$ cat config.mk
export PLATFORM = sky130hd
export DESIGN_NAME = acq_sequencer
export DESIGN_NICKNAME = d
export VERILOG_FILES = /design/src/include/acq_pkg.sv /design/src/include/periodic_strobe_if.sv /design/src/hw/periodic_strobe.sv /design/src/hw/acq_sequencer.sv
export SDC_FILE = /design/constraint.sdc
export NUM_CORES = 1
export LEC_CHECK = 0
export BUFFER_PORTS_ARGS = -buffer_cell sky130_fd_sc_hd__clkbuf_2
export CORE_MARGIN = 2
export CORE_UTILIZATION = 35
export CTS_BUF_LIST = sky130_fd_sc_hd__clkbuf_4 sky130_fd_sc_hd__clkbuf_8 sky130_fd_sc_hd__clkbuf_16
export DETAILED_ROUTE_END_ITERATION = 7
export PLACE_DENSITY = 0.53
export SLEW_MARGIN = 20
export SYNTH_ARGS = -nofsm -noshare
export SYNTH_HDL_FRONTEND = slang
export SYNTH_SLANG_ARGS = --single-unit
$ cat constraint.sdc
create_clock -name core_clk -period 16.7 [get_ports core_clk]
set_input_delay 3.34 -clock core_clk [delete_from_list [all_inputs] [get_ports core_clk]]
set_output_delay 3.34 -clock core_clk [all_outputs]
set_load 0.005 [all_outputs]
$ cat src/include/acq_pkg.sv
// Shared constants, state enumeration and register structs of the acquisition sequencer.
package acq_pkg;

	// Clock rate and the one-microsecond tick derived from it.
	localparam int CLK_PERIOD_NS = 10;
	localparam int US_NS = 1000;
	localparam int TICK_CYCLES = US_NS / CLK_PERIOD_NS;
	localparam int PRE_W = 7;

	// Trigger latency window; least time rounds up, longest rounds down.
	localparam int TRIG_DLY_MIN_NS = 20;
	localparam int TRIG_DLY_MAX_NS = 30;
	localparam int TRIG_DLY_MIN_CYC = (TRIG_DLY_MIN_NS + CLK_PERIOD_NS - 1) / CLK_PERIOD_NS;
	localparam int TRIG_DLY_MAX_CYC = TRIG_DLY_MAX_NS / CLK_PERIOD_NS;

	// Initial busy interval: one microsecond in level mode, 15 ns in edge mode.
	localparam int LEVEL_BUSY1_US = 1;
	localparam int LEVEL_BUSY1_CYC = LEVEL_BUSY1_US * US_NS / CLK_PERIOD_NS;
	localparam int EDGE_BUSY1_NS = 15;
	localparam int EDGE_BUSY1_CYC = (EDGE_BUSY1_NS + CLK_PERIOD_NS - 1) / CLK_PERIOD_NS;
	localparam int CYC_W = 7;

	// Microsecond counter widths and programmable limits.
	localparam int US_W = 23;
	localparam int ACQ_W = 19;
	localparam int ACQ_DLY_MAX_US = 335500;
	localparam int EDGE_INTEG_MIN_US = 7200;
	localparam int EDGE_INTEG_MAX_US = 5000000;
	localparam int LEVEL_PULSE_MAX_US = 6000000;

	// Sequencer phases, in the order a cycle walks them.
	typedef enum logic [2:0] {
		ST_IDLE,
		ST_BUSY1,
		ST_ACQ,
		ST_INTEG,
		ST_BUSY2
	} seq_state_t;

	// Complete state of the sequencer.
	typedef struct packed {
		seq_state_t state;
		logic level;
		logic [2:0] sync;
		logic trig_evt;
		logic [CYC_W-1:0] cyc;
		logic [PRE_W-1:0] pre;
		logic [PRE_W-1:0] tpre;
		logic [US_W-1:0] phase_us;
		logic [US_W-1:0] since_us;
		logic [US_W-1:0] width_us;
		logic [US_W-1:0] integ_us;
		logic [ACQ_W-1:0] acq_us;
		logic [US_W-1:0] ss_dly;
		logic [US_W-1:0] ss_w;
		logic ss_done;
		logic ss;
		logic err;
		logic done;
	} seq_regs_t;

	// Complete state of the periodic strobe generator.
	typedef struct packed {
		logic [US_W-1:0] phase;
		logic allow;
		logic strobe;
	} ps_regs_t;

endpackage

$ cat src/include/periodic_strobe_if.sv
// Link between the sequencer and its periodic strobe generator.
`timescale 1ns/1ps
interface periodic_strobe_if import acq_pkg::*; ();
	logic run; // High while integrating.
	logic full_only; // Only whole periods may be emitted.
	logic tick; // One-microsecond tick aligned to integration start.
	logic [US_W-1:0] period; // Period in microseconds.
	logic [US_W-1:0] off_time; // Low time at the start of each period.
	logic [US_W-1:0] remain; // Microseconds of integration left.
	logic strobe; // Registered periodic strobe.

	modport ctrl (output run, output full_only, output tick, output period, output off_time, output remain,
		input strobe);
	modport gen (input run, input full_only, input tick, input period, input off_time, input remain,
		output strobe);
endinterface

$ cat src/hw/periodic_strobe.sv
// Periodic strobe generator that runs only while integration is in progress.
`timescale 1ns/1ps
module periodic_strobe import acq_pkg::*; (
	input wire logic core_clk,
	input wire logic rst_n,
	periodic_strobe_if.gen bus
);

	ps_regs_t q; // Registered state.
	ps_regs_t d; // Next state.
	logic allow_now; // Current period is allowed to show its high part.

	// Decide per period whether it may appear, then walk the phase on each tick.
	always_comb begin
		d = q;
		if (q.phase == '0) begin
			// A period only starts if it fits when whole periods are demanded.
			allow_now = (bus.period != '0) && (!bus.full_only || bus.remain >= bus.period);
		end else begin
			allow_now = q.allow;
		end
		d.allow = allow_now;
		// Low for the off time, high for the rest of the period.
		d.strobe = bus.run && allow_now && (q.phase >= bus.off_time);
		if (!bus.run) begin
			// Dropping run forces the strobe low, even mid-period.
			d.phase = '0;
			d.allow = 1'b0;
		end else if (bus.tick) begin
			if (q.phase + US_W'(1) >= bus.period) begin
				d.phase = '0;
			end else begin
				d.phase = q.phase + US_W'(1);
			end
		end
	end

	// State register.
	always_ff @(posedge core_clk or negedge rst_n) begin
		if (!rst_n) begin
			q <= '0;
		end else begin
			q <= d;
		end
	end

	assign bus.strobe = q.strobe;
endmodule // periodic_strobe

$ cat src/hw/acq_sequencer.sv
// Acquisition timing sequencer for external edge and level trigger modes.
`timescale 1ns/1ps
// What this block does
// - Level mode: trigger high time sets integration
// - Trigger event 20 to 30 ns after edge
// - Fixed initial busy, per trigger mode
// - Programmable acquisition delay in microsecond steps
// - Short level pulse flags error, zeroes data
// - Single strobe delay and width, ends at integration
// - Level mode periodic strobe cut at integration end
// - Periodic strobe period programmable, negated after integration
// - Edge mode integration programmed, clamped to limits
// - Programmable periodic off time each period
// - Edge mode starts on trigger rising edge
// - Latency, busy plus delay, integration, final busy
// - Edge mode emits only whole periodic periods
// - Single strobe delay counted from trigger event
module acq_sequencer import acq_pkg::*; #(
	parameter int EDGE_FINAL_BUSY_US = 4977, // Final busy after an edge-mode cycle.
	parameter int LEVEL_FINAL_BUSY_US = 218, // Final busy after a level-mode cycle.
	parameter int LEVEL_MIN_PULSE_US = 220, // Shortest valid level trigger pulse.
	parameter int PIX_W = 16 // Width of one spectrum value.
) (
	input wire logic core_clk,
	input wire logic reset_n,
	input wire logic ext_trigger,
	input wire logic level_mode,
	input wire logic [US_W-1:0] integ_time_us,
	input wire logic [ACQ_W-1:0] acq_delay_us,
	input wire logic [US_W-1:0] ss_delay_us,
	input wire logic [US_W-1:0] ss_width_us,
	input wire logic [US_W-1:0] ps_period_us,
	input wire logic [US_W-1:0] ps_off_us,
	input wire logic [PIX_W-1:0] pixel_in,
	output logic [PIX_W-1:0] pixel_out,
	output logic trigger_event,
	output logic busy,
	output logic integrating,
	output logic single_strobe,
	output logic periodic_strobe_out,
	output logic short_pulse_err,
	output logic cycle_done
);

	// Refuse settings the counters cannot hold.
	if (TICK_CYCLES < 2 || TICK_CYCLES >= (1 << PRE_W)) begin : g_bad_tick
		$error("tick prescaler does not fit");
	end
	if (LEVEL_BUSY1_CYC >= (1 << CYC_W) || EDGE_BUSY1_CYC < 1) begin : g_bad_busy1
		$error("initial busy count does not fit");
	end
	if (EDGE_FINAL_BUSY_US < 1 || LEVEL_FINAL_BUSY_US < 1 || LEVEL_MIN_PULSE_US < 1) begin : g_bad_times
		$error("final busy and minimum pulse must be at least one microsecond");
	end
	if (ACQ_DLY_MAX_US >= (1 << ACQ_W) || LEVEL_PULSE_MAX_US >= (1 << US_W)) begin : g_bad_width
		$error("counter widths too small");
	end

	logic [1:0] rst_sync_q; // Reset release synchroniser.
	logic rst_n; // Synchronised reset used by the rest of the design.
	seq_regs_t q; // Registered sequencer state.
	seq_regs_t d; // Next sequencer state.
	logic [PIX_W-1:0] pixel_q; // Registered outgoing spectrum value.
	logic rise; // Synchronised trigger rising edge.
	logic fall; // Synchronised trigger falling edge.
	logic trig_hi; // Synchronised trigger level.
	logic ptick; // Microsecond tick of the current phase.
	logic ttick; // Microsecond tick counted from the trigger event.
	logic [US_W-1:0] integ_sel; // Edge integration time after clamping.
	logic [CYC_W-1:0] busy1_last; // Last cycle of the initial busy interval.
	logic [US_W-1:0] busy2_us; // Final busy length for the current mode.
	logic to_integ; // Integration starts at this edge.
	logic to_busy2; // Integration ends at this edge.
	logic short_now; // Level pulse ended before its minimum width.

	periodic_strobe_if ps_bus ();

	// Reset is applied at once but released only after two clean edges.
	always_ff @(posedge core_clk or negedge reset_n) begin
		if (!reset_n) begin
			rst_sync_q <= 2'h0;
		end else begin
			rst_sync_q <= {rst_sync_q[0], 1'b1};
		end
	end
	assign rst_n = rst_sync_q[1];

	// Only the second and third synchroniser stages are ever looked at.
	assign rise = q.sync[1] && !q.sync[2];
	assign fall = !q.sync[1] && q.sync[2];
	assign trig_hi = q.sync[1];
	assign ptick = (q.pre == PRE_W'(TICK_CYCLES - 1));
	assign ttick = (q.tpre == PRE_W'(TICK_CYCLES - 1));

	// Edge integration is held inside its legal window whatever software writes.
	always_comb begin
		if (integ_time_us < US_W'(EDGE_INTEG_MIN_US)) begin
			integ_sel = US_W'(EDGE_INTEG_MIN_US);
		end else if (integ_time_us > US_W'(EDGE_INTEG_MAX_US)) begin
			integ_sel = US_W'(EDGE_INTEG_MAX_US);
		end else begin
			integ_sel = integ_time_us;
		end
	end

	// The fixed busy intervals that differ between the two modes.
	assign busy1_last = q.level ? CYC_W'(LEVEL_BUSY1_CYC - 1) : CYC_W'(EDGE_BUSY1_CYC - 1);
	assign busy2_us = q.level ? US_W'(LEVEL_FINAL_BUSY_US) : US_W'(EDGE_FINAL_BUSY_US);
	assign short_now = (q.width_us < US_W'(LEVEL_MIN_PULSE_US));

	// Next-state logic of the whole acquisition cycle.
	always_comb begin
		d = q;
		to_integ = 1'b0;
		to_busy2 = 1'b0;
		d.trig_evt = 1'b0;
		d.done = 1'b0;
		// The first stage is read only by the second stage. Edge pulses under 10 ns may be missed.
		d.sync = {q.sync[1:0], ext_trigger};
		d.pre = ptick ? '0 : q.pre + PRE_W'(1);
		d.tpre = ttick ? '0 : q.tpre + PRE_W'(1);
		if (ptick) begin
			d.phase_us = q.phase_us + US_W'(1);
		end
		// Counters saturate so a stuck trigger cannot wrap them.
		if (ttick && q.since_us != '1) begin
			d.since_us = q.since_us + US_W'(1);
		end
		if (ttick && trig_hi && q.state != ST_IDLE && q.width_us != '1) begin
			d.width_us = q.width_us + US_W'(1);
		end
		case (q.state)
			ST_IDLE: begin
				// A rising edge becomes the trigger event one registered stage later.
				if (rise && !q.trig_evt) begin
					d.trig_evt = 1'b1;
				end
				if (q.trig_evt) begin
					// Configuration except the periodic strobe period and off time is frozen for the whole cycle at the trigger event.
					d.state = ST_BUSY1;
					d.level = level_mode;
					d.integ_us = integ_sel;
					d.acq_us = acq_delay_us;
					d.ss_dly = ss_delay_us;
					d.ss_w = ss_width_us;
					d.cyc = '0;
					d.tpre = '0;
					d.since_us = '0;
					d.width_us = '0;
					d.err = 1'b0;
					d.ss_done = 1'b0;
				end
			end
			ST_BUSY1: begin
				d.cyc = q.cyc + CYC_W'(1);
				if (q.level && fall) begin
					// The pulse ended before integration could start.
					d.err = 1'b1;
					to_busy2 = 1'b1;
				end else if (q.cyc == busy1_last) begin
					if (q.acq_us == '0) begin
						to_integ = 1'b1;
					end else begin
						d.state = ST_ACQ;
						d.pre = '0;
						d.phase_us = '0;
					end
				end
			end
			ST_ACQ: begin
				if (q.level && fall) begin
					d.err = 1'b1;
					to_busy2 = 1'b1;
				end else if (ptick && q.phase_us + US_W'(1) == US_W'(q.acq_us)) begin
					to_integ = 1'b1;
				end
			end
			ST_INTEG: begin
				if (q.level) begin
					// The software integration time is not consulted here.
					if (fall) begin
						d.err = short_now;
						to_busy2 = 1'b1;
					end else if (ptick && q.phase_us + US_W'(1) == US_W'(LEVEL_PULSE_MAX_US)) begin
						to_busy2 = 1'b1;
					end
				end else if (ptick && q.phase_us + US_W'(1) == q.integ_us) begin
					to_busy2 = 1'b1;
				end
			end
			ST_BUSY2: begin
				if (ptick && q.phase_us + US_W'(1) == busy2_us) begin
					d.state = ST_IDLE;
					d.done = 1'b1;
				end
			end
			default: begin
				d.state = ST_IDLE;
			end
		endcase
		if (to_integ) begin
			// Phase timing restarts so the periodic strobe aligns to integration start.
			d.state = ST_INTEG;
			d.pre = '0;
			d.phase_us = '0;
		end
		if (to_busy2) begin
			d.state = ST_BUSY2;
			d.pre = '0;
			d.phase_us = '0;
			d.ss_done = 1'b1;
		end
		// Single strobe window measured from the trigger event, cut when integration ends.
		d.ss = (q.state != ST_IDLE) && !d.ss_done && (q.ss_w != '0) && (q.since_us >= q.ss_dly)
			&& (q.since_us - q.ss_dly < q.ss_w);
	end

	// State register; reset leaves the single strobe disarmed.
	always_ff @(posedge core_clk or negedge rst_n) begin
		if (!rst_n) begin
			q <= '0;
			q.ss_done <= 1'b1;
		end else begin
			q <= d;
		end
	end

	// A flagged cycle hands on an all-zero spectrum.
	always_ff @(posedge core_clk or negedge rst_n) begin
		if (!rst_n) begin
			pixel_q <= '0;
		end else begin
			pixel_q <= q.err ? '0 : pixel_in;
		end
	end

	// Periodic strobe runs only in integration; whole periods only in edge mode.
	assign ps_bus.run = (q.state == ST_INTEG);
	assign ps_bus.full_only = !q.level;
	assign ps_bus.tick = ptick;
	assign ps_bus.period = ps_period_us;
	assign ps_bus.off_time = ps_off_us;
	assign ps_bus.remain = q.integ_us - q.phase_us;

	periodic_strobe u_periodic_strobe (
		.core_clk(core_clk),
		.rst_n(rst_n),
		.bus(ps_bus)
	);

	assign pixel_out = pixel_q;
	assign trigger_event = q.trig_evt;
	assign busy = (q.state != ST_IDLE) || q.trig_evt;
	assign integrating = (q.state == ST_INTEG);
	assign single_strobe = q.ss;
	assign periodic_strobe_out = ps_bus.strobe;
	assign short_pulse_err = q.err;
	assign cycle_done = q.done;
endmodule // acq_sequencer

==> results of run 1 <==
==> registers in the layout, indices dropped and copies added, names as in the netlist <==
name,count
cycle_done,1
d,2
pixel_out,16
q,184
rst_sync_q,2
short_pulse_err,1
single_strobe,1
trigger_event,1
u_periodic_strobe.bus.strobe,1
u_periodic_strobe.q,24
==> per-stage QoR <==
step,util,setup slack (ps),total power [mW]
6_report,0.409,11220,1.26
5_1_grt,0.409,11050,1.31
4_1_cts,0.409,11100,1.28
3_5_place_dp,0.388,10540,0.630
3_3_place_gp,0.388,10530,0.629
2_1_floorplan,-,9730,0.598
==> layer usage <==
| metal | wire (um) | vias to the layer above |
|---|---|---|
| met3 | 1650 | 72 |
| met5 | 0 | - |
| li1 | - | 6902 |
| met1 | 21600 | 6707 |
| met2 | 22400 | 272 |
| met4 | 1080 | 0 |
==> how the worst max path moves through the flow <==
stage | startpoint | slack (ps) | depth (start not counted) | to
2_1_floorplan | rst_sync_q[1]$_DFF_PN0_ | 9730 | 0 | cycle_done$_DFF_PN0_
3_3_place_gp | integ_time_us[17] | 10530 | 6 | q[82]$_DFFE_PN0P_
3_5_place_dp | integ_time_us[17] | 10540 | 6 | q[84]$_DFFE_PN0P_
4_1_cts | q[189]$_DFFE_PN0P_ | 11100 | 3 | busy
5_1_grt | q[142]$_DFF_PN0_ | 11050 | 19 | u_periodic_strobe.bus.strobe$_DFF_PN0_
6_report | q[189]$_DFFE_PN0P_ | 11220 | 3 | busy
==> cells by family after synthesis <==
logic type	count (synthesis)	share of synthesized area
and+or+nand+nor	738	0.222
muxes	4	0.00255
other	1	0.000232
AOI/OAI and AO/OA	359	0.143
buffers and inverters	210	0.0508
adders and majority gates	147	0.115
DFF	233	0.360
xor gates and xnor gates	185	0.107
==> final cells by class <==
| cell class | count | area (um^2) |
|---|---|---|
| clock inverter | 5 | 61.3 |
| multi-input combinational | 1434 | 9550 |
| clock buffer | 47 | 918 |
| inverter | 144 | 541 |
| fill | 4669 | 26900 |
| tap | 600 | 751 |
| sequential | 233 | 5840 |
| timing repair buffer | 185 | 961 |
==> power by group through the flow <==
stage,sequential (mW),combinational (mW),clock [mW]
after floorplan,0.584,0.0145,0
after global placement,0.577,0.0524,0
after detailed placement,0.577,0.0534,0
after CTS,0.567,0.0537,0.660
after global routing,0.567,0.0596,0.680
final,0.567,0.0523,0.638
==> placed cells by master (no fill, tap or decap), drive strengths merged, types with 14 or more instances in the layout <==
master / synthesis / routed
dfrtp: 232 / 232
clkbuf: 39 / 223
nand2: 211 / 211
nor2: 182 / 182
ha: 145 / 145
inv: 143 / 143
o21ai: 111 / 111
xnor2: 107 / 107
a21oi: 72 / 72
xor2: 70 / 70
nand3: 67 / 67
nand4: 52 / 52
nor3: 46 / 46
nor4: 38 / 38
nor2b: 33 / 33
a21o: 31 / 31
a22o: 25 / 25
o21a: 22 / 22
a31oi: 22 / 22
and3: 21 / 21
or3: 17 / 17
and2: 14 / 14
==> flow_summary.yaml, run 1 <==
final_layout:
  area_delta_synth_final_pct: 15.0
  fin_cells: 2648
  fin_area_mm2: 0.0186
  num_antenna_cells: 0
  drive_gt1_frac: 0.126
  num-nets-final: 2327
global_route:
  top_usage_layer: "met2"
  grt_use_met1: 0.264
  grt_pass1_wl_um: 75500
  grt_util_met2: 0.338
  met3_usage: 0.0207
  grt_max_degree: 167
  grt_remaining_overflow: 0
  grt_pass1_vias: 14000
  antenna_found_initial: 0
  grt_use_total: 0.197
timing:
  tns_ps: 0
  period_minus_slack_ps: 5480
  clock-skew-final_ps: 14.3
  fmax_ghz: 0.182
  rsz0062_at_grt: "no"
  slew_violations: 0
  finalSetupViolations: 0
  max_slew_margin: 0.286
  tightest_slew_ps: 1070
  finalHoldViolCount: 0
  fin_crit_sh: 0.328
  hold_slack_ps: 190
drt:
  vias_per_cell: 5.27
  routed_wl_um: 46800
  ant_nets: 0
  dr.pass1.iters: 5
  wl_per_cell_um: 17.7
  drc: 0
  drtIter0Drc: 984
  via_count: 14000
critical_path:
  crit_chain: "nor3_1 -> nand2b_1 -> clkbuf_2"
  cp.arrival_ps: 2140
  cpMaxStageDelayCell: "nor3_1"
  path_buf_inv: 1
  r2r_cells: 19
  required_ps: 13360
  critPathLaunchType: "flip-flop"
  r2r_setup_slack_ps: 11530
  crit_family: "simple AND/OR/NAND/NOR gates"
  path_max_fanout: 11
  worstReg2RegEnd: "u_periodic_strobe.bus.strobe$_DFF_PN0_"
  slowest_delay_ps: 760
  end_kind: "output port"
  r2r-start: "q[142]$_DFF_PN0_"
  critPathKind: "flip-flop to output port"
logic_synthesis:
  async_flop_share: 1.00
  synth-seq-cells: 233
  ys.flop_type: "dfrtp_1"
  syn_area_per_cell_um2: 8.62
  ys_top_cells_by_count: "232 x dfrtp_1, 211 x nand2_1, 182 x nor2_1"
  synthDistinctLibCells: 71
  syn_inst: 1877
  syn-num-nets: 2178
  synthesis.area_mm2: 0.0162
  synth-seq-area-share: 0.360
  synthTopCellsByArea: "dfrtp_1 36%, ha_1 11%, xnor2_1 5.8%"
  synth_top_area_frac: 0.359
  synth_enable_flop_cells: 0
  yosysTopAreaCell: "dfrtp_1"
  ys_warn_count: 0
  synth.most_common_cell: "dfrtp_1"
clock_network:
  cts_root_buffer: "clkbuf_16"
  hold_buffers: 0
  ctsHtreeMaxLevel: 1
  cts_buffer_depth: 3
  ctsResizeCount: 0
  cts_tree: "done"
  post_cts_buffers: 0
  path_clk_slew_ps: 60
  clkLatencyLatePin_ps: 570
  numCtsBuffers: 28
  cts_sinks: 233
min_path:
  hold_path.class: "flip-flop to async pin"
run:
  cap_violations: 0
placement:
  dp_hpwl_um: 36200
  place_area_mm2: 0.0176
  gp_congestion: 0.900
  dpl.cell_count: 2596
  portBuffers: 176
power_and_ir_drop:
  p_sw_mw: 0.282
  power.internal_mw: 0.975
  p_comb_frac: 0.042
  swShare: 0.224
  vdd_drop_max_mv: 0.0667
  pwr-share-seq: 0.451
  power_density_mw_per_mm2: 67.5
  p_clk_frac: 0.507
  p_leak_nw: 9.18
floorplanning:
  dieArea_mm2: 0.0480
  die_width_um: 219
  rows: 78
  boundaryPins: 177
  die_h_um: 219
  initial_core_util: 0.356
  core_area_mm2: 0.0455
outcome:
  outcome: "finished clean"
(Power assumes the default switching activity.)
==> run 2: changes to the inputs <==
- clock period: 16.7 -> 5.7 ns (I/O delays scaled with it)
==> run 2 against run 1 <==
  * Non-clock buffer count up 1
  * Via count down 0.52%
  * Count of clock-buffer cells in the layout down 4
  * Sequential power rose to 2.9 times the previous value
  * Sequential share of layout area down 0.061 points
  * Clock power rose to 3.0 times the previous value
==> flow_summary.yaml, run 2 (synthesis gave the netlist of run 1 again) <==
power_and_ir_drop:
  power_density_mw_per_mm2: 200
  vdd_drop_max_mv: 0.216
  power_mw: 3.74
  p_leak_nw: 9.20
timing:
  fin_crit_sh: 0.843
  finalSetupViolations: 0
  hold_slack_ps: 293
  finalHoldViolCount: 0
  clock-skew-final_ps: 9.63
  slew_violations: 0
  layout_setup_ws_ps: 895
  max_slew_margin: 0.357
  period_minus_slack_ps: 4800
  fmax_ghz: 0.208
  tightest_slew_ps: 960
  tns_ps: 0
  rsz0062_at_grt: "no"
final_layout:
  area_delta_synth_final_pct: 15.2
  largest_register_ffs: 184
  final_cell_mix: "231 x dfrtp_1, 211 x nand2_1, 181 x nor2_1"
  fin_cells: 2650
  ff_latch_area_mm2: 0.00584
  multiInputGateArea_mm2: 0.00955
  fin_area_mm2: 0.0187
  num-nets-final: 2329
  final_common_cell: "dfrtp_1"
  drive_gt1_frac: 0.127
  num_antenna_cells: 0
  post-route-util: 0.410
  fillCellCount: 4649
  regMostFlops: "q"
global_route:
  antenna_found_initial: 1
  grt_max_degree: 167
  grt_pass1_wl_um: 75000
  grt_remaining_overflow: 0
  grt_use_total: 0.196
  grt_pass1_vias: 13900
drt:
  vias_per_cell: 5.24
  routed_wl_um: 46800
  drtIter0Drc: 1060
  via_count: 13900
  drc: 0
  dr.pass1.iters: 5
  ant_nets: 0
  wl_per_cell_um: 17.7
critical_path:
  slowest_delay_ps: 630
  cp.arrival_ps: 5260
  critPathLaunchType: "flip-flop"
  critPathKind: "flip-flop to flip-flop"
  r2r_setup_slack_ps: 900
  path_max_fanout: 13
  cpMaxStageDelayCell: "dfrtp_1"
  end_kind: "flip-flop"
  cpMostUsedCell: "ha_1"
  required_ps: 6150
  crit_chain: "clkinv_1 -> ha_1 -> o21a_1 -> o31a_1 -> o41ai_1 -> a311o_1 -> nand2_1 -> or2_2 -> a21oi_1 -> xnor2_1 -> ha_1 -> a21o_1 -> a211o_1 -> nor3_1 -> inv_1 -> o21ai_0 -> a31oi_1 -> o31ai_1 -> a211oi_1"
  r2r_cells: 19
placement:
  portBuffers: 176
  place_ws_ps: 1010
  gp_congestion: 0.897
  place_area_mm2: 0.0177
  dpl.cell_count: 2597
  dp_hpwl_um: 35900
clock_network:
  clkLatencyLatePin_ps: 580
  hold_buffers: 0
  ctsResizeCount: 0
  path_clk_slew_ps: 60
  ctsHtreeMaxLevel: 1
  cts_sinks: 233
  cts_buffer_depth: 3
  cts_root_buffer: "clkbuf_16"
  numCtsBuffers: 29
  cts_tree: "done"
  post_cts_buffers: 0
floorplanning:
  die_h_um: 219
  dieArea_mm2: 0.0480
  initial_core_util: 0.356
  boundaryPins: 177
  die_width_um: 219
  core_area_mm2: 0.0455
  rows: 78
run:
  cap_violations: 0
outcome:
  outcome: "finished clean"
min_path:
  hold_path.class: "flip-flop to async pin"
run 2: power breakdown:
part           total [mW]  internal (mW)  leakage (nW)  switching (mW)
Combinational       0.151         0.0624          5.74          0.0884
Sequential           1.66           1.66          2.95         0.00677
Clock                1.92           1.16         0.504           0.764
run 2: cell type report:
| class | instances | area share |
|---|---|---|
| clock inverter | 10 | 0.00631 |
| inverter | 144 | 0.0290 |
| sequential | 233 | 0.313 |
| tap | 600 | 0.0402 |
| clock buffer | 43 | 0.0472 |
| multi-input combinational | 1434 | 0.512 |
| timing repair buffer | 186 | 0.0526 |
run 2: per-layer routing:
metal  track usage  vias to the layer above  wire length [um]
met4        0.0518                        2              1190
met1         0.269                     6644             21800
met3        0.0267                       71              1920
li1              -                     6880                 -
met5             0                        -                13
met2         0.325                      283             21900
run 2: worst max-delay path: cells and delay by family, from the launching register on:
kind	cells	cell delay, ps
adder cells (fa/ha/maj)	2	610
XOR/XNOR	1	90
AO/OA/AOI/OAI	11	2320
buffers and inverters	2	440
AND/OR/NAND/NOR	3	570
flip-flops	1	630
run 2: final timing paths:
kind                                                     endpoint               startpoint
max                        u_periodic_strobe.bus.strobe$_DFF_PN0_         q[142]$_DFF_PN0_
min                                        pixel_out[0]$_DFF_PN0_  rst_sync_q[1]$_DFF_PN0_
max reg2reg                u_periodic_strobe.bus.strobe$_DFF_PN0_         q[142]$_DFF_PN0_
min reg2reg                                pixel_out[0]$_DFF_PN0_  rst_sync_q[1]$_DFF_PN0_
max in group asynchronous                       q[81]$_DFFE_PN0P_  rst_sync_q[1]$_DFF_PN0_
min in group core_clk                     rst_sync_q[1]$_DFF_PN0_  rst_sync_q[0]$_DFF_PN0_
